File: config.mk
export PLATFORM = sky130hd
export DESIGN_NAME = tms_tap_motion
export DESIGN_NICKNAME = d
export VERILOG_FILES = /design/src/common/tms_pkg.sv /design/src/logic/tms_tap_motion.sv
export SDC_FILE = /design/constraint.sdc
export NUM_CORES = 1
export LEC_CHECK = 0
export BUFFER_PORTS_ARGS = -buffer_cell sky130_fd_sc_hd__buf_2
export CORE_UTILIZATION = 50
export CTS_CLUSTER_SIZE = 40
export DETAILED_ROUTE_END_ITERATION = 16
export PLACE_DENSITY = 0.71
export SETUP_SLACK_MARGIN = 0.4
export SLEW_MARGIN = 30
export SYNTH_ARGS = -nofsm -noshare
export SYNTH_HDL_FRONTEND = slang
export SYNTH_SLANG_ARGS = --single-unit
export TNS_END_PERCENT = 5
File: constraint.sdc
create_clock -name mclk -period 10.6 [get_ports mclk]
set_input_delay 0 -clock mclk [delete_from_list [all_inputs] [get_ports mclk]]
set_output_delay 0 -clock mclk [all_outputs]
set_load 0.05 [all_outputs]
File: src/common/tms_pkg.sv
// constants for the tap and motion sleep logic
package tms_pkg;
  // register addresses
  localparam logic [7:0] ADDR_TAP_THRESHOLD = 8'h1d;
  localparam logic [7:0] ADDR_TAP_MAX_LENGTH = 8'h21;
  localparam logic [7:0] ADDR_TAP_GAP_TIME = 8'h22;
  localparam logic [7:0] ADDR_SECOND_TAP_WINDOW = 8'h23;
  localparam logic [7:0] ADDR_TAP_AXIS_CONTROL = 8'h2a;
  localparam logic [7:0] ADDR_FIRST_AXIS_STATUS = 8'h2b;
  localparam logic [7:0] ADDR_SLEEP_CONTROL = 8'h2d;
  localparam logic [7:0] ADDR_EVENT_ENABLE = 8'h2e;
  localparam logic [7:0] ADDR_EVENT_PIN_MAP = 8'h2f;
  localparam logic [7:0] ADDR_EVENT_FLAGS = 8'h30;
  // reset values
  localparam logic [7:0] RST_REG = 8'h00;
  // event bit positions (enable, pin map, flags)
  localparam int EV_SINGLE = 6;
  localparam int EV_DOUBLE = 5;
  localparam int EV_ACT = 4;
  localparam int EV_INACT = 3;
  localparam logic [7:0] EV_MASK = 8'h78;
  // tap axis control fields
  localparam int TA_SUPPRESS = 3;
  localparam int TA_X = 2;
  localparam int TA_Y = 1;
  localparam int TA_Z = 0;
  // status fields
  localparam int ST_ASLEEP = 3;
  localparam int ST_TAP_X = 2;
  localparam int ST_TAP_Y = 1;
  localparam int ST_TAP_Z = 0;
  // sleep control fields
  localparam int SC_LINK = 5;
  localparam int SC_AUTO_SLEEP = 4;
  localparam int SC_SLEEP = 2;
  // counts of undecimated samples per register step
  localparam int SAMPLES_PER_LEN_STEP = 1;
  localparam int SAMPLES_PER_GAP_STEP = 2;
  localparam int SAMPLES_PER_WIN_STEP = 2;
  localparam int TIMER_W = 12;

  typedef enum logic [2:0] {
    TAP_IDLE = 3'b000,
    TAP_FIRST = 3'b001,
    TAP_GAP = 3'b010,
    TAP_WINDOW = 3'b011,
    TAP_SECOND = 3'b100,
    TAP_HOLD = 3'b101
  } tms_tap_e;
endpackage : tms_pkg

File: src/logic/tms_tap_motion.sv
// tap detection, event flags, pin routing and link / auto-sleep sequencing
// What this block does
// - compare tap acceleration against the tap threshold register at 0x1D
// - longest time above threshold for a valid tap comes from register 0x21
// - after first tap, wait the gap time from 0x22 before the window opens
// - window length from 0x23; second tap starts inside, may end after it
// - single-only: flag single tap when signal drops below threshold within length
// - both enabled: single flag waits until double tap confirmed or rejected
// - suppress bit: above-threshold during gap cancels double tap
// - above threshold when window opens rejects the double tap
// - second tap too long rejects double tap at end of length limit
// - single and double detection follow their own enable bits at 0x2E
// - each axis joins tap detection only when its axis enable is set
// - first crossing axis recorded in status 0x2B, overwritten only, never cleared
// - detection runs on undecimated common-rate samples
// - with link set, activity is searched only after inactivity
// - no auto-sleep while an activity flag stays uncleared
// - asleep state shown by a status bit in 0x2B
// - low-power mode keeps data ready and buffer; sleep is not for acquisition
// - sleep, auto-sleep and link: inactivity drops rate, swaps detection to activity
// - activity while asleep restores rate, flags activity, swaps back to inactivity
// - single, double, activity, inactivity flags at D6..D3, cleared on read
// - enabled event goes to pin a when map bit is 0, pin b when 1, ORed
`timescale 1ns/1ps
module tms_tap_motion
  import tms_pkg::*;
#(
  parameter int SAMPLE_W = 16,
  parameter int THR_SHIFT = 4
) (
  input wire logic mclk,
  input wire logic srst,
  input wire logic clkEn,
  input wire logic sampleValid,
  input wire logic signed [SAMPLE_W-1:0] accelX,
  input wire logic signed [SAMPLE_W-1:0] accelY,
  input wire logic signed [SAMPLE_W-1:0] accelZ,
  input wire logic activityHit,
  input wire logic inactivityHit,
  input wire logic [7:0] regAddr,
  input wire logic [7:0] regWrData,
  input wire logic regWrEn,
  input wire logic regRdEn,
  output logic [7:0] regRdData,
  output logic eventPinA,
  output logic eventPinB,
  output logic sleepRateSel,
  output logic activityDetEn,
  output logic inactivityDetEn
);

  // magnitude against threshold scaled up to sample units
  function automatic logic overThr(input logic signed [SAMPLE_W-1:0] s,
                                   input logic [7:0] thr);
    logic [SAMPLE_W:0] mag;
    logic [SAMPLE_W+8:0] lim;
    mag = s[SAMPLE_W-1] ? (SAMPLE_W+1)'(-$signed({s[SAMPLE_W-1], s}))
                        : (SAMPLE_W+1)'($signed({s[SAMPLE_W-1], s}));
    lim = (SAMPLE_W+9)'({thr, {THR_SHIFT{1'b0}}});
    overThr = ((SAMPLE_W+9)'(mag) >= lim);
  endfunction : overThr

  // register step to sample count
  function automatic logic [TIMER_W-1:0] steps(input logic [7:0] v, input int per);
    steps = TIMER_W'(32'(v) * per);
  endfunction : steps

  // any pending event steered to the pin chosen by sel
  function automatic logic pinOr(input logic [7:0] pend, input logic [7:0] sel);
    pinOr = |(pend & sel);
  endfunction : pinOr

  // one-hot first axis, x before y before z on a same-sample tie
  function automatic logic [2:0] firstOf(input logic [2:0] over);
    firstOf = over[2] ? 3'b100 : (over[1] ? 3'b010 : 3'b001);
  endfunction : firstOf

  logic [7:0] tapThreshold_r;
  logic [7:0] tapMaxLength_r;
  logic [7:0] tapGapTime_r;
  logic [7:0] secondTapWindow_r;
  logic [7:0] tapAxisControl_r;
  logic [7:0] eventEnable_r;
  logic [7:0] eventPinMap_r;
  logic [7:0] sleepControl_r;
  logic [7:0] eventFlags_r;
  logic [2:0] firstAxis_r;
  logic asleep_r;
  logic actArmed_r;
  logic inactArmed_r;
  tms_tap_e tapState_r;
  logic [TIMER_W-1:0] tapCnt_r;

  logic wrHit;
  logic flagsRead;
  logic [2:0] axisOver;
  logic anyOver;
  logic singleEn;
  logic doubleEn;
  logic doubleUsable;
  logic [TIMER_W-1:0] lenLimit;
  logic [TIMER_W-1:0] gapLimit;
  logic [TIMER_W-1:0] winLimit;
  logic singleEv;
  logic doubleEv;
  logic actEv;
  logic inactEv;
  logic [7:0] evSet;
  logic [7:0] evPending;
  logic linkOn;
  logic autoSleepOn;

  assign wrHit = clkEn && regWrEn;
  assign flagsRead = clkEn && regRdEn && (regAddr == ADDR_EVENT_FLAGS);
  assign linkOn = sleepControl_r[SC_LINK];
  // the drop to sleep needs sleep, auto-sleep and link together
  assign autoSleepOn = linkOn && sleepControl_r[SC_SLEEP]
                       && sleepControl_r[SC_AUTO_SLEEP];

  // axis enables gate the per-axis comparisons
  assign axisOver[2] = tapAxisControl_r[TA_X] && overThr(accelX, tapThreshold_r);
  assign axisOver[1] = tapAxisControl_r[TA_Y] && overThr(accelY, tapThreshold_r);
  assign axisOver[0] = tapAxisControl_r[TA_Z] && overThr(accelZ, tapThreshold_r);
  assign anyOver = |axisOver;

  assign singleEn = eventEnable_r[EV_SINGLE];
  assign doubleEn = eventEnable_r[EV_DOUBLE];
  // zero gap or window leaves double tap dead, as the host is told
  assign doubleUsable = doubleEn && (tapGapTime_r != 8'h00)
                        && (secondTapWindow_r != 8'h00);
  assign lenLimit = steps(tapMaxLength_r, SAMPLES_PER_LEN_STEP);
  assign gapLimit = steps(tapGapTime_r, SAMPLES_PER_GAP_STEP);
  assign winLimit = steps(secondTapWindow_r, SAMPLES_PER_WIN_STEP);

  // register writes
  always_ff @(posedge mclk) begin
    if (srst) begin
      tapThreshold_r <= RST_REG;
      tapMaxLength_r <= RST_REG;
      tapGapTime_r <= RST_REG;
      secondTapWindow_r <= RST_REG;
      tapAxisControl_r <= RST_REG;
      eventEnable_r <= RST_REG;
      eventPinMap_r <= RST_REG;
      sleepControl_r <= RST_REG;
    end else if (wrHit) begin
      unique case (regAddr)
        ADDR_TAP_THRESHOLD: tapThreshold_r <= regWrData;
        ADDR_TAP_MAX_LENGTH: tapMaxLength_r <= regWrData;
        ADDR_TAP_GAP_TIME: tapGapTime_r <= regWrData;
        ADDR_SECOND_TAP_WINDOW: secondTapWindow_r <= regWrData;
        ADDR_TAP_AXIS_CONTROL: tapAxisControl_r <= regWrData & 8'h0f;
        ADDR_EVENT_ENABLE: eventEnable_r <= regWrData & EV_MASK;
        ADDR_EVENT_PIN_MAP: eventPinMap_r <= regWrData & EV_MASK;
        ADDR_SLEEP_CONTROL: sleepControl_r <= regWrData & 8'h34;
        default: ;
      endcase
    end
  end

  // tap sequencer, stepped only by undecimated sample strobes
  always_ff @(posedge mclk) begin
    if (srst) begin
      tapState_r <= TAP_IDLE;
      tapCnt_r <= '0;
      singleEv <= 1'b0;
      doubleEv <= 1'b0;
      firstAxis_r <= 3'b000;
    end else if (clkEn) begin
      singleEv <= 1'b0;
      doubleEv <= 1'b0;
      if (sampleValid) begin
        unique case (tapState_r)
          TAP_IDLE: begin
            if (anyOver && (singleEn || doubleEn)) begin
              firstAxis_r <= firstOf(axisOver);
              tapCnt_r <= TIMER_W'(1);
              tapState_r <= TAP_FIRST;
            end
          end
          TAP_FIRST: begin
            if (anyOver) begin
              if (tapCnt_r >= lenLimit) begin
                tapState_r <= TAP_HOLD;
              end else begin
                tapCnt_r <= tapCnt_r + TIMER_W'(1);
              end
            end else if (doubleUsable) begin
              tapCnt_r <= TIMER_W'(1);
              tapState_r <= TAP_GAP;
            end else begin
              singleEv <= singleEn;
              tapState_r <= TAP_IDLE;
            end
          end
          TAP_GAP: begin
            // gap counts from the sample that ended the first tap
            if (anyOver && tapAxisControl_r[TA_SUPPRESS]) begin
              singleEv <= singleEn;
              tapState_r <= TAP_HOLD;
            end else if (tapCnt_r >= gapLimit) begin
              tapCnt_r <= '0;
              tapState_r <= TAP_WINDOW;
            end else begin
              tapCnt_r <= tapCnt_r + TIMER_W'(1);
            end
          end
          TAP_WINDOW: begin
            if (anyOver && tapCnt_r == '0) begin
              singleEv <= singleEn;
              tapState_r <= TAP_HOLD;
            end else if (anyOver) begin
              tapCnt_r <= TIMER_W'(1);
              tapState_r <= TAP_SECOND;
            end else if (tapCnt_r + TIMER_W'(1) >= winLimit) begin
              singleEv <= singleEn;
              tapState_r <= TAP_IDLE;
            end else begin
              tapCnt_r <= tapCnt_r + TIMER_W'(1);
            end
          end
          TAP_SECOND: begin
            // may run past the window end; only the length limit bounds it
            if (anyOver) begin
              if (tapCnt_r >= lenLimit) begin
                singleEv <= singleEn;
                tapState_r <= TAP_HOLD;
              end else begin
                tapCnt_r <= tapCnt_r + TIMER_W'(1);
              end
            end else begin
              singleEv <= singleEn;
              doubleEv <= 1'b1;
              tapState_r <= TAP_IDLE;
            end
          end
          TAP_HOLD: begin
            // stay put until the spike ends so it cannot start a new tap
            if (!anyOver) begin
              tapState_r <= TAP_IDLE;
            end
          end
          default: tapState_r <= TAP_IDLE;
        endcase
      end
    end
  end

  assign actEv = activityHit && actArmed_r && eventEnable_r[EV_ACT];
  assign inactEv = inactivityHit && inactArmed_r && eventEnable_r[EV_INACT];

  always_comb begin
    evSet = 8'h00;
    evSet[EV_SINGLE] = singleEv && singleEn;
    evSet[EV_DOUBLE] = doubleEv && doubleEn;
    evSet[EV_ACT] = actEv;
    evSet[EV_INACT] = inactEv;
  end

  // read clears, but a new event in the same cycle survives
  always_ff @(posedge mclk) begin
    if (srst) begin
      eventFlags_r <= RST_REG;
    end else if (clkEn) begin
      eventFlags_r <= ((flagsRead ? 8'h00 : eventFlags_r) | evSet) & EV_MASK;
    end
  end

  // link and auto-sleep sequencing
  always_ff @(posedge mclk) begin
    if (srst) begin
      asleep_r <= 1'b0;
      actArmed_r <= 1'b1;
      inactArmed_r <= 1'b1;
    end else if (clkEn) begin
      if (!linkOn) begin
        actArmed_r <= 1'b1;
        inactArmed_r <= 1'b1;
        asleep_r <= 1'b0;
      end else if (actEv) begin
        actArmed_r <= 1'b0;
        inactArmed_r <= 1'b1;
        asleep_r <= 1'b0;
      end else if (inactEv) begin
        inactArmed_r <= 1'b0;
        actArmed_r <= 1'b1;
        // a pending activity flag blocks the drop to sleep
        if (autoSleepOn && !eventFlags_r[EV_ACT]) begin
          asleep_r <= 1'b1;
        end
      end else if (actArmed_r && inactArmed_r) begin
        actArmed_r <= 1'b0;
      end
    end
  end

  // a flag left over from a disabled event stays off the pins
  assign evPending = eventFlags_r & eventEnable_r;

  // outputs all from flops
  always_ff @(posedge mclk) begin
    if (srst) begin
      eventPinA <= 1'b0;
      eventPinB <= 1'b0;
      sleepRateSel <= 1'b0;
      activityDetEn <= 1'b1;
      inactivityDetEn <= 1'b1;
    end else if (clkEn) begin
      eventPinA <= pinOr(evPending, ~eventPinMap_r);
      eventPinB <= pinOr(evPending, eventPinMap_r);
      // rate drops only through the auto-sleep swap, so waking restores it
      // even with the sleep bit still set; low-power mode is not handled here
      sleepRateSel <= asleep_r;
      activityDetEn <= actArmed_r;
      inactivityDetEn <= inactArmed_r;
    end
  end

  // register reads, one cycle latency
  always_ff @(posedge mclk) begin
    if (srst) begin
      regRdData <= 8'h00;
    end else if (clkEn && regRdEn) begin
      unique case (regAddr)
        ADDR_TAP_THRESHOLD: regRdData <= tapThreshold_r;
        ADDR_TAP_MAX_LENGTH: regRdData <= tapMaxLength_r;
        ADDR_TAP_GAP_TIME: regRdData <= tapGapTime_r;
        ADDR_SECOND_TAP_WINDOW: regRdData <= secondTapWindow_r;
        ADDR_TAP_AXIS_CONTROL: regRdData <= tapAxisControl_r;
        ADDR_FIRST_AXIS_STATUS: regRdData <= {4'h0, asleep_r, firstAxis_r};
        ADDR_SLEEP_CONTROL: regRdData <= sleepControl_r;
        ADDR_EVENT_ENABLE: regRdData <= eventEnable_r;
        ADDR_EVENT_PIN_MAP: regRdData <= eventPinMap_r;
        ADDR_EVENT_FLAGS: regRdData <= eventFlags_r;
        default: regRdData <= 8'h00;
      endcase
    end
  end

endmodule : tms_tap_motion

== Word level (Yosys, flattened, before mapping) ==
Cells that the tools add are included.
Cells by class
  reductions and logical operators: 45
  eq/ne operators: 27
  muxes and demuxes: 54
  bitwise operators: 5
  order comparisons: 6
  add/sub/neg operators: 4
Operators with widths (number)
  two-way mux 12 bit: 10
  case mux 8 bit (10 select lines): 1
  == test 8 x 6 -> 1 bit (second input constant): 9
  case mux 12 bit (5 select lines): 1
  greater-or-equal comparator 17 x 12 -> 1 bit: 3
  two-way mux 17 bit: 3
  negation 16 -> 17 bit: 3
  two-way mux 3 bit: 11
  greater-or-equal comparator 12 x 9 -> 1 bit: 2
  two-way mux 1 bit: 23
  logical AND 1 bit: 21
  AND reduction 2 bit: 10
  case mux 3 bit (6 select lines): 1
  nonzero test 8 bit: 2
  OR reduction 8 bit: 2
  AND 7 bit: 2
  adder 12 x 1 -> 12 bit (second input constant): 1
  greater-or-equal comparator 12 x 8 -> 1 bit: 1
  logical NOT 12 bit: 1
  != test 2 bit (second input constant): 5
  != test 3 bit (second input constant): 3
  AND reduction 9 bit: 1
  AND 7 x 8 -> 8 bit: 1
  == test 8 x 5 -> 1 bit (second input constant): 1
  other kinds (19): 23
Word-level totals
  output and inout bits: 13
  register bits after elaboration: 87

== Depth between registers and ports, before layout ==
Gate-level depths: netlist of run 1.
  word-level depth: 9
  mapped depth: 18

== Worst setup path before layout of run 1 ==
OpenSTA, ideal clock, no wires.
  path kind: in2reg
  start point: input port accelZ[4]
  end point: register tapCnt_r[7]
  library setup time: 0.127 ns
  cell stages on the path: 15
  slack: 7.075 ns
  arrival: 3.398 ns
  cells stage by stage: or4_1 > or4_1 > o31ai_1 > xnor2_1 > ha_1 > o21a_1 > o21ai_0 > a21oi_1 > o41ai_2 > and3_1 > buf_6 > mux2_4 > buf_6 > o2111ai_1 > nand3_1
Between the ends
  word-level cells in the longest chain between the ends: 8
  elaborated cells between the ends (all ways): 19
  those cells by class: 1 x add/sub; 1 x order compare; 6 x eq/ne; 5 x mux; 6 x reduce/logical
Ends and longest elaborated chain
  start: declaration: line tms_tap_motion.sv:37  | input wire logic signed [SAMPLE_W-1:0] accelZ,
  negation 16 -> 17 bit: line tms_tap_motion.sv:57  | mag = s[SAMPLE_W-1] ? (SAMPLE_W+1)'(-$signed({s[SAMPLE_W-1], s}))
  two-way mux 17 bit *: line tms_tap_motion.sv:57
  greater-or-equal comparator 17 x 12 -> 1 bit *: line tms_tap_motion.sv:60  | overThr = ((SAMPLE_W+9)'(mag) >= lim);
  logical AND 1 bit *: line tms_tap_motion.sv:123  | assign axisOver[0] = tapAxisControl_r[TA_Z] && overThr(accelZ, tapThreshold_r);
  OR reduction 3 bit *: line tms_tap_motion.sv:124  | assign anyOver = |axisOver;
  two-way mux 12 bit (tied with other cells): line tms_tap_motion.sv:212  | end else if (anyOver) begin
  two-way mux 12 bit or != test 2 bit (tied branches)
  case mux 12 bit (5 select lines) or AND reduction 9 bit (tied branches)
  end signal: assignment: line tms_tap_motion.sv:186  | tapCnt_r <= tapCnt_r + TIMER_W'(1);
  end signal: assignment: line tms_tap_motion.sv:205  | tapCnt_r <= tapCnt_r + TIMER_W'(1);
  end signal: assignment: line tms_tap_motion.sv:219  | tapCnt_r <= tapCnt_r + TIMER_W'(1);
  end: declaration: line tms_tap_motion.sv:92  | logic [TIMER_W-1:0] tapCnt_r;
Mark *: on every way between the ends. The rest lies on a longest branch, timed or not. The select of a mux whose other input is x is not followed.
A chain may end at the register's enable or synchronous reset.

== Worst setup path in the final report of run 1 ==
  start point: register tapCnt_r[0]
  end point: register tapCnt_r[1]
Between the ends
  word-level cells in the longest chain between the ends: 5
  elaborated cells between the ends (all ways): 18
  those cells by class: 1 x add/sub; 3 x order compare; 2 x eq/ne; 9 x mux; 3 x reduce/logical
Ends and longest elaborated chain
  parallel branches: the longest is 5 deep, another holds adder 12 x 1 -> 12 bit
Parallel ways; which one is timed is not known. The select of a mux whose other input is x is not followed.

==> flow_summary.toml, run 1 <==
[outcome]
status = "finished, final reports clean"

[setup_path]
regToRegSetupSlack_ns = 6.72
worst_path_dominant_cell_family = "compound AO/OA/AOI/OAI gates"
worst-endpoint-arrival_ns = 4.10
worst-setup-path-type = "flop to flop"
crit_chain = "ha_1, nand3_1, or2_2, and2_1, or2_2, ha_1, o2111ai_1, nor2_1, a2111oi_0, o31a_1, a311oi_1, nor2_1, mux2i_1, o21ai_2, o22ai_1"
cpPeakStageDelay_ns = 0.48
worstPathBufferInverterCount = 0
critical_path_launch_point_type = "flop"
critical_path.endpoint_type = "flop"
crit_fanout = 8
worst_path_max_delay_cell = "dfxtp_1"
cp_data_required_time_ns = 10.82

[timing]
fin_skew_ns = 0.0114
finalSetupTns_ns = 0
hold_viol_final = 0
timing.final.ws_setup_ns = 6.72
timing.final.crit_share_pct = 36.6
maxClockFrequency_mhz = 258
final_setup_violation_count = 0
slew_violations = 0
fin_crit_ns = 3.88
timing.slew.headroom_pct = 38.1
unrepaired_setup_endpoints_after_global_routing = "no"
worstMarginPinSlew_ns = 0.926

[yosys]
synth_fp_nets = 941
synth_edf_count = 0
post_synth_most_frequent_cells = "98 x nor2_1, 87 x dfxtp_1, 61 x mux2i_1"
synth_largest_area_cell = "dfxtp_1"
yosysWarnings = 0
post_synth.cell_area_avg_um2 = 7.97
netlist-cell-type-count = 71
synth-seq-area-share_pct = 26.8
yosysTopAreaCellShare_pct = 26.8
most_repeated_cell_in_the_gate_level_netlist_after_synthesis = "nor2_1"
synth.cell_area_um2 = 6510
ys_async_sr_fraction_pct = 0
postSynth.topFlopCell = "dfxtp_1"
synth.area.top_cells = "dfxtp_1 27%, ha_1 10%, mux2i_1 9.4%"
synth-seq-cells = 87
netlist_instances = 816

[floorplan]
coreArea_um2 = 12700
fp-row-count = 41
die_x_um = 116
fp.dieH_um = 116
io_pins = 85
die_area_um2 = 13500
initial_utilization_pct = 51.4

[clocking]
cts.repair.resized = 0
clock_latency_on_the_worst_skew_pair_ns = 0.35
tritoncts.num_buffers = 9
cts_root_buf = "clkbuf_16"
clk_path_buf_depth = 2
clkSinkCount = 87
h-tree-depth = 3
cts_tree = "done"
clkTransAtPathRegs_ns = 0.07

[finish]
design.final.nets = 1013
flow.area_growth_from_synthesis_pct = 13.1
finish.utilization_pct = 58.1
post_route_cells_drive_above_1_share_pct = 13.5
insertedDiodeCount = 0
postLayoutCellArea_um2 = 7360
finish.cell_count_without_fillers = 1064

[routing]
drt-total-wl_um = 18200
avg_vias_per_cell = 6.03
route.vias.total = 6418
detail-route-antenna-nets = 0
first_pass_iters = 5
average_wire_length_per_cell_after_detail_routing_um = 17.1
drtIter0Drc = 619
remaining_drc_errors = 0

[global_route]
grt_usage_pct = 28.3
antenna_found_initial = 0
grt_start_max_net_pins = 71
first_pass_grt_wire_length_um = 29800
grt_pass1_vias = 6055
gr-total-overflow = 0

[placement]
cell_area_after_placement_um2 = 7050
place_hpwl_um = 13800
post_place_cells = 1047
io_buffer_count = 84
global_placer_s_final_weighted_congestion = 0.896
place_ws_ns = 6.53

[power]
power.density_nw_per_um2 = 103
vdd.ir_drop.worst_mv = 0.0833
power.leakage_uw = 0.00287

[worst_hold_path]
hp_class = "input pin to flop"

[job]
cap_violations = 0
==> repair_timing <==
item | 4_1_cts | 5_1_grt
hold endpoints to repair | 5 | 0
hold buffers | 2 | 0
buffers inserted | 0 | 0
==> layout make-up <==
class / count / area, um2
well taps: 172 / 215
fillers: 1222 / 5310
clock buffers: 9 / 225
multi-input cells: 644 / 4430
inverters: 57 / 214
flip-flops and latches: 87 / 1740
repair buffers: 89 / 463
clock inverters: 6 / 68.8
==> worst reg2reg max path, stage by stage (launching register included) <==
cell,delay (ns)
dfxtp_1,0.48
ha_1,0.28
nand3_1,0.16
or2_2,0.36
and2_1,0.18
or2_2,0.29
ha_1,0.27
o2111ai_1,0.12
nor2_1,0.07
a2111oi_0,0.34
o31a_1,0.28
a311oi_1,0.14
nor2_1,0.19
mux2i_1,0.16
o21ai_2,0.29
o22ai_1,0.13
==> worst paths after layout <==
path | cells past startpoint | end | start
setup / recovery | 15 | tapCnt_r[1] | tapCnt_r[0]
hold / removal | 3 | secondTapWindow_r[0] | regWrData[0]
setup reg to reg | 15 | tapCnt_r[1] | tapCnt_r[0]
hold reg to reg | 2 | activityDetEn | activityDetEn
==> through the flow <==
step	hold slack (ns)	power, uW
finish	0.00938	757
global route	0.0366	782
CTS	0.00117	756
detailed placement	0.322	440
global placement	0.312	439
floorplan	0.144	401
==> layer usage <==
layer,vias to the layer above,track usage (%),wire [um]
li1,3147,-,-
met1,2977,36.9,8360
met2,261,47.4,8180
met3,33,5.07,1310
met4,0,9.23,393
met5,-,0,0
==> logic make-up (layout without fill, tap and decap cells) <==
family,Yosys count,after routing,synth area share (%)
xor gates and xnor gates,30,30,4.04
DFF,87,87,26.8
adders and majority gates,53,53,10.2
buffers and inverters,85,161,5.13
and+or+nand+nor,293,293,22.4
muxes,65,65,10.2
AOI/OAI and AO/OA,203,203,21.3
==> cell usage in the layout, fill, tap and decap left out, types with 10 or more instances in the layout <==
master,count
nor2_1,98
dfxtp_1,87
buf_2,84
mux2i_1,61
inv_1,57
ha_1,53
nand2_1,52
o21ai_0,44
a21oi_1,37
nand3_1,29
xnor2_1,25
nor3_1,19
nand2b_1,17
a22oi_1,14
o31ai_1,12
nor4_1,11
nand4_1,10
o211ai_1,10
==> state kept, by name, indices dropped and copies added (netlist names), 8 cells and up <==
signal,count
regRdData,8
secondTapWindow_r,8
tapCnt_r,12
tapGapTime_r,8
tapMaxLength_r,8
tapThreshold_r,8
==> report_power, final <==
| part | internal, uW | leakage (uW) | switching [uW] | total, uW |
|---|---|---|---|---|
| sequential | 329 | 0.000702 | 1.28 | 331 |
| clock | 183 | 0.000148 | 139 | 323 |
| combinational | 40.2 | 0.00202 | 63.6 | 104 |
| total | 553 | 0.00287 | 204 | 757 |
Power figures use the tool's default switching activity.
==> run 2, diff against run 1 <==
--- a/config.mk
+++ b/config.mk
@@ -9,7 +9,7 @@
 export CORE_UTILIZATION = 50
 export CTS_CLUSTER_SIZE = 40
 export DETAILED_ROUTE_END_ITERATION = 16
-export PLACE_DENSITY = 0.71
+export PLACE_DENSITY = 0.73
 export SETUP_SLACK_MARGIN = 0.4
 export SLEW_MARGIN = 30
 export SYNTH_ARGS = -nofsm -noshare
==> constraint.sdc (replaced) <==
create_clock -name mclk -period 3.35 [get_ports mclk]
set_input_delay 0 -clock mclk [delete_from_list [all_inputs] [get_ports mclk]]
set_output_delay 0 -clock mclk [all_outputs]
set_load 0.05 [all_outputs]
==> flow_summary.toml, run 2 (synthesized netlist as in run 1, its figures left out) <==
[outcome]
status = "finished, violations left"
failed_checks = "negative hold slack, negative setup slack"

[setup_path]
crit_chain = "buf_2, or4_4, or4_4, o31ai_4, xnor2_1, ha_1, nand2_1, a2111oi_1, a221oi_1, o21ai_1, o41ai_2, buf_4, nand3_2, buf_6, mux2i_2, buf_4, o211ai_1, o21ai_1"
cpPeakStageDelay_ns = 0.55
r2r_cells = 15
setup.worst_path.end = "tapCnt_r[4]"
worstReg2RegStart = "tapCnt_r[0]"
worst-endpoint-arrival_ns = 3.58
reg2reg_to = "tapCnt_r[1]"
critical_path.endpoint_type = "flop"
critical_path.startpoint = "accelZ[4]"
worst-setup-path-type = "input pin to flop"
cp_data_required_time_ns = 3.58
critical_path_launch_point_type = "input pin"
regToRegSetupSlack_ns = -0.005
worst_path_max_delay_cell = "or4_4"
crit_fanout = 8

[power]
power.switching_fraction_pct = 26.9
total_power_uw = 2360
p_sw_uw = 635
seq_power_share_pct = 44.3
power_report.internal_total_uw = 1730
power.density_nw_per_um2 = 299
combinationalPowerShare_pct = 15.0
p_clk_share_pct = 40.8
power.leakage_uw = 0.00318
vdd.ir_drop.worst_mv = 0.306

[timing]
unrepaired_setup_endpoints_after_global_routing = "yes"
finalSetupTns_ns = -0.00513
final_setup_violation_count = 2
maxClockFrequency_mhz = 298
timing.slew.headroom_pct = 42.1
slew_violations = 0
fin_skew_ns = 0.00999
timing.final.crit_share_pct = 100
worstMarginPinSlew_ns = 0.866
hold_viol_final = 1
hold-worst-slack_ns = -0.00219
fin_crit_ns = 3.36
timing.final.ws_setup_ns = -0.00507

[placement]
place_hpwl_um = 14400
io_buffer_count = 84
post_place_cells = 1102
global_placer_s_final_weighted_congestion = 0.945

[global_route]
first_pass_grt_wire_length_um = 30500
grt_start_max_net_pins = 64
antenna_found_initial = 0
grt_usage_pct = 29.3
grt_pass1_vias = 6171
gr-total-overflow = 0

[finish]
regMostFlops = "tapCnt_r"
finish.utilization_pct = 62.4
finish.cell_count_without_fillers = 1119
largest_reg_flops = 12
post_route_cells_drive_above_1_share_pct = 20.6
insertedDiodeCount = 0
final_common_cell = "nor2_1"
area_of_all_sequential_standard_cells_um2 = 1740
design.final.nets = 1068
area_taken_by_multi_input_logic_gates_um2 = 4560
final_cell_mix = "97 x nor2_1, 85 x dfxtp_1, 84 x buf_2, 61 x mux2i_1, 57 x inv_1"
flow.area_growth_from_synthesis_pct = 21.5
nFillCells = 1164

[routing]
drtIter0Drc = 476
route.vias.total = 6667
drt-total-wl_um = 19000
average_wire_length_per_cell_after_detail_routing_um = 17.0
detail-route-antenna-nets = 0
first_pass_iters = 5
remaining_drc_errors = 0
avg_vias_per_cell = 5.96

[floorplan]
die_x_um = 116
fp-row-count = 41
coreArea_um2 = 12700
io_pins = 85
fp.dieH_um = 116
die_area_um2 = 13500
initial_utilization_pct = 51.4

[clocking]
clock_latency_on_the_worst_skew_pair_ns = 0.35
cts_tree = "done"
clkTransAtPathRegs_ns = 0.07
clk_path_buf_depth = 2
clkSinkCount = 87
cts_setup_buffers = 0
cts_root_buf = "clkbuf_16"
h-tree-depth = 3
tritoncts.num_buffers = 9

[job]
cap_violations = 0

[worst_hold_path]
hp_class = "input pin to flop"
[run 2: per-layer routing]
layer  routed length, um  track usage [%]
met5                   0                0
met4                 552             13.0
met3                1340             2.46
met2                8490             47.0
met1                8580             40.0
[run 2: worst max-delay path: cells and delay by family]
family          cells  cell delay (ns)
compound gates      7             1.26
simple gates        4             1.17
buf+inv             4             0.61
fa+ha+maj           1             0.26
xor+xnor            1             0.14
mux                 1             0.14
[run 2: per-stage QoR]
stage	worst slack, ns	area (um2)
2_1_floorplan	-0.0844	6540
3_3_place_gp	-0.384	7490
3_5_place_dp	-0.460	7490
4_1_cts	0.0121	7900
5_1_grt	-0.210	7900
6_report	-0.00507	7900
[run 2: worst min path at each step]
| stage | slack [ns] | depth (start not counted) | endpoint | start |
|---|---|---|---|---|
| final | -0.002 | 3 | tapGapTime_r[1] | regWrData[1] |
| after global routing | 0.04 | 3 | tapThreshold_r[1] | regWrData[1] |
| after CTS | 0.001 | 3 | tapGapTime_r[1] | regWrData[1] |
| after detailed placement | 0.31 | 2 | tapState_r[1] | srst |
| after global placement | 0.29 | 2 | tapState_r[1] | srst |
| after floorplan | 0.14 | 2 | tapGapTime_r[0] | regWrData[0] |
[run 2: cell type report]
cell class	instances	share of cell area, %
Timing Repair Buffer	144	11.2
Inverter	57	2.71
Sequential cell	87	22.1
Clock buffer	12	3.25
Multi-Input combinational cell	644	57.7
Clock inverter	3	0.332
Tap cell	172	2.72
[run 2: power by group through the flow]
stage / combinational (uW) / sequential [uW] / clock, uW
floorplan: 177 / 1090 / 0
global placement: 340 / 1070 / 0
detailed placement: 343 / 1070 / 0
CTS: 350 / 1050 / 971
global route: 388 / 1050 / 1010
finish: 354 / 1050 / 964
[run 2: repair_timing]
item / CTS / global route
resized for setup: 27 / 2
endpoints found under the hold margin: 8 / 0
endpoints found under the setup margin: 20 / 20
hold buffers: 2 / 0
pin swaps: 19 / 2
==> run 3, diff against run 2 <==
--- a/config.mk
+++ b/config.mk
@@ -9,7 +9,7 @@
 export CORE_UTILIZATION = 50
 export CTS_CLUSTER_SIZE = 40
 export DETAILED_ROUTE_END_ITERATION = 16
-export PLACE_DENSITY = 0.73
+export PLACE_DENSITY = 0.71
 export SETUP_SLACK_MARGIN = 0.4
 export SLEW_MARGIN = 30
 export SYNTH_ARGS = -nofsm -noshare
==> constraint.sdc (replaced) <==
create_clock -name mclk -period 4 [get_ports mclk]
set_input_delay 0 -clock mclk [delete_from_list [all_inputs] [get_ports mclk]]
set_output_delay 0 -clock mclk [all_outputs]
set_load 0.05 [all_outputs]
==> flow_summary.toml, run 3 (synthesized netlist as in run 1, its figures left out) <==
[outcome]
status = "finished, final reports clean"

[worst_hold_path]
timing.hold.worst_endpoint = "tapCnt_r[11]"
hold_path_startpoint = "srst"
hp_class = "input pin to flop"
timing.hold.worst_path_depth = 3

[clocking]
h-tree-depth = 3
clkTransAtPathRegs_ns = 0.07
clock_latency_on_the_worst_skew_pair_ns = 0.35
cts_tree = "done"
clk_path_buf_depth = 2
cts_root_buf = "clkbuf_16"
clkSinkCount = 87
tritoncts.num_buffers = 9

[timing]
timing.slew.headroom_pct = 35.1
final_setup_violation_count = 0
unrepaired_setup_endpoints_after_global_routing = "yes"
finalSetupTns_ns = 0
fin_crit_ns = 3.50
timing.final.crit_share_pct = 87.5
worstMarginPinSlew_ns = 0.971
maxClockFrequency_mhz = 286
hold-worst-slack_ns = 0.0171
hold_viol_final = 0
slew_violations = 0
fin_skew_ns = 0.00760

[finish]
final_cell_mix = "97 x nor2_1, 84 x dfxtp_1, 84 x buf_2, 60 x mux2i_1, 57 x inv_1"
final_common_cell = "nor2_1"
regMostFlops = "tapCnt_r"
largest_reg_flops = 12
design.final.nets = 1026
insertedDiodeCount = 0
flow.area_growth_from_synthesis_pct = 16.1
post_route_cells_drive_above_1_share_pct = 16.4

[power]
p_clk_share_pct = 41.1
power_report.internal_total_uw = 1410
vdd.ir_drop.worst_mv = 0.280
p_sw_uw = 551
power.switching_fraction_pct = 28.1
seq_power_share_pct = 44.6
combinationalPowerShare_pct = 14.3
power.leakage_uw = 0.00293
power.density_nw_per_um2 = 259

[placement]
place_hpwl_um = 13800
io_buffer_count = 84
global_placer_s_final_weighted_congestion = 0.905

[setup_path]
regToRegSetupSlack_ns = 0.51
worst-endpoint-arrival_ns = 3.70
reg2reg_to = "tapCnt_r[1]"
critical_path_launch_point_type = "input pin"
crit_fanout = 6
r2r_cells = 15
worst-setup-path-type = "input pin to flop"
critical_path.endpoint_type = "flop"
worstReg2RegStart = "tapCnt_r[1]"
cp_data_required_time_ns = 4.20

[floorplan]
die_x_um = 116
fp.dieH_um = 116
coreArea_um2 = 12700
io_pins = 85
fp-row-count = 41
initial_utilization_pct = 51.4
die_area_um2 = 13500

[routing]
drtIter0Drc = 620
route.vias.total = 6529
first_pass_iters = 5
avg_vias_per_cell = 6.06
remaining_drc_errors = 0
drt-total-wl_um = 18300
detail-route-antenna-nets = 0
average_wire_length_per_cell_after_detail_routing_um = 17.0

[global_route]
grt_start_max_net_pins = 68
grt_usage_pct = 28.3
antenna_found_initial = 0
grt_pass1_vias = 5999
gr-total-overflow = 0
first_pass_grt_wire_length_um = 29600

[job]
cap_violations = 0
## run 3: changes by cell type in the layout (fill, tap and decap cells not counted), sizes merged
cell,previous run,this run
buf,142,98
clkbuf,12,9
clkinv,2,3
clkinvlp,0,2
dlygate4sd3,2,4
inv,58,59
## run 3: metrics by stage
| stage | setup slack [ns] | util [%] | total power [uW] | std cells | instance area [um2] |
|---|---|---|---|---|---|
| 2_1_floorplan | 0.475 | - | 1060 | 816 | 6510 |
| 3_3_place_gp | 0.0998 | 56.0 | 1160 | 1053 | 7090 |
| 3_5_place_dp | 0.0262 | 56.0 | 1160 | 1053 | 7090 |
| 4_1_cts | 0.368 | 58.6 | 1960 | 1073 | 7420 |
| 5_1_grt | 0.286 | 59.6 | 2030 | 1078 | 7560 |
| 6_report | 0.499 | 59.6 | 1960 | 1078 | 7560 |
## run 3: worst max path at each step
stage	start	to	depth (start not counted)
after floorplan	accelZ[4]	tapCnt_r[7]	15
after global placement	accelZ[4]	firstAxis_r[2]	16
after detailed placement	accelZ[4]	firstAxis_r[1]	16
after CTS	accelZ[4]	tapCnt_r[9]	15
after global routing	accelZ[4]	tapCnt_r[9]	15
final	accelZ[4]	firstAxis_r[1]	17
## run 3: power by group through the flow
| stage | Clock (uW) | Sequential, uW | Combinational [uW] |
|---|---|---|---|
| 2_1_floorplan | 0 | 915 | 147 |
| 3_3_place_gp | 0 | 896 | 269 |
| 3_5_place_dp | 0 | 896 | 269 |
| 4_1_cts | 812 | 876 | 274 |
| 5_1_grt | 851 | 875 | 308 |
| 6_report | 805 | 875 | 280 |
## run 3: what timing repair did
| action | 4_1_cts | 5_1_grt |
|---|---|---|
| gates resized for setup | 3 | 25 |
| setup buffers | 0 | 5 |
| endpoints found under the setup margin | 12 | 20 |
| pin swaps | 1 | 6 |
| endpoints found under the hold margin | 7 | 0 |
| hold buffers | 4 | 0 |
## run 3: critical path, cell delays in order
cell       delay, ns
buf_2           0.11
or4_1           0.58
or4_4           0.49
o31ai_4         0.20
xnor2_1         0.11
ha_1            0.30
nand2_1         0.05
a2111oi_0       0.42
a221oi_1        0.14
o21ai_1         0.14
o41ai_2         0.12
and3_4          0.23
buf_4           0.14
buf_4           0.14
nor4_4          0.25
mux2i_1         0.22
nor2_1          0.05
## run 3: routing by layer
layer	vias to the layer above	track usage [%]	part of all wire, %
li1	3175	-	-
met1	3042	38.2	46
met2	281	45.5	45
met3	31	4.55	7.1
met4	0	10.4	1.9
met5	-	0	0
## run 3: final cells by class
cell class	count	area [um2]
repair buffers	102	566
flip-flops and latches	87	1750
fillers	1185	5110
clock buffers	9	225
well taps	172	215
multi-input cells	644	4530
clock inverters	7	56.3
inverters	57	214
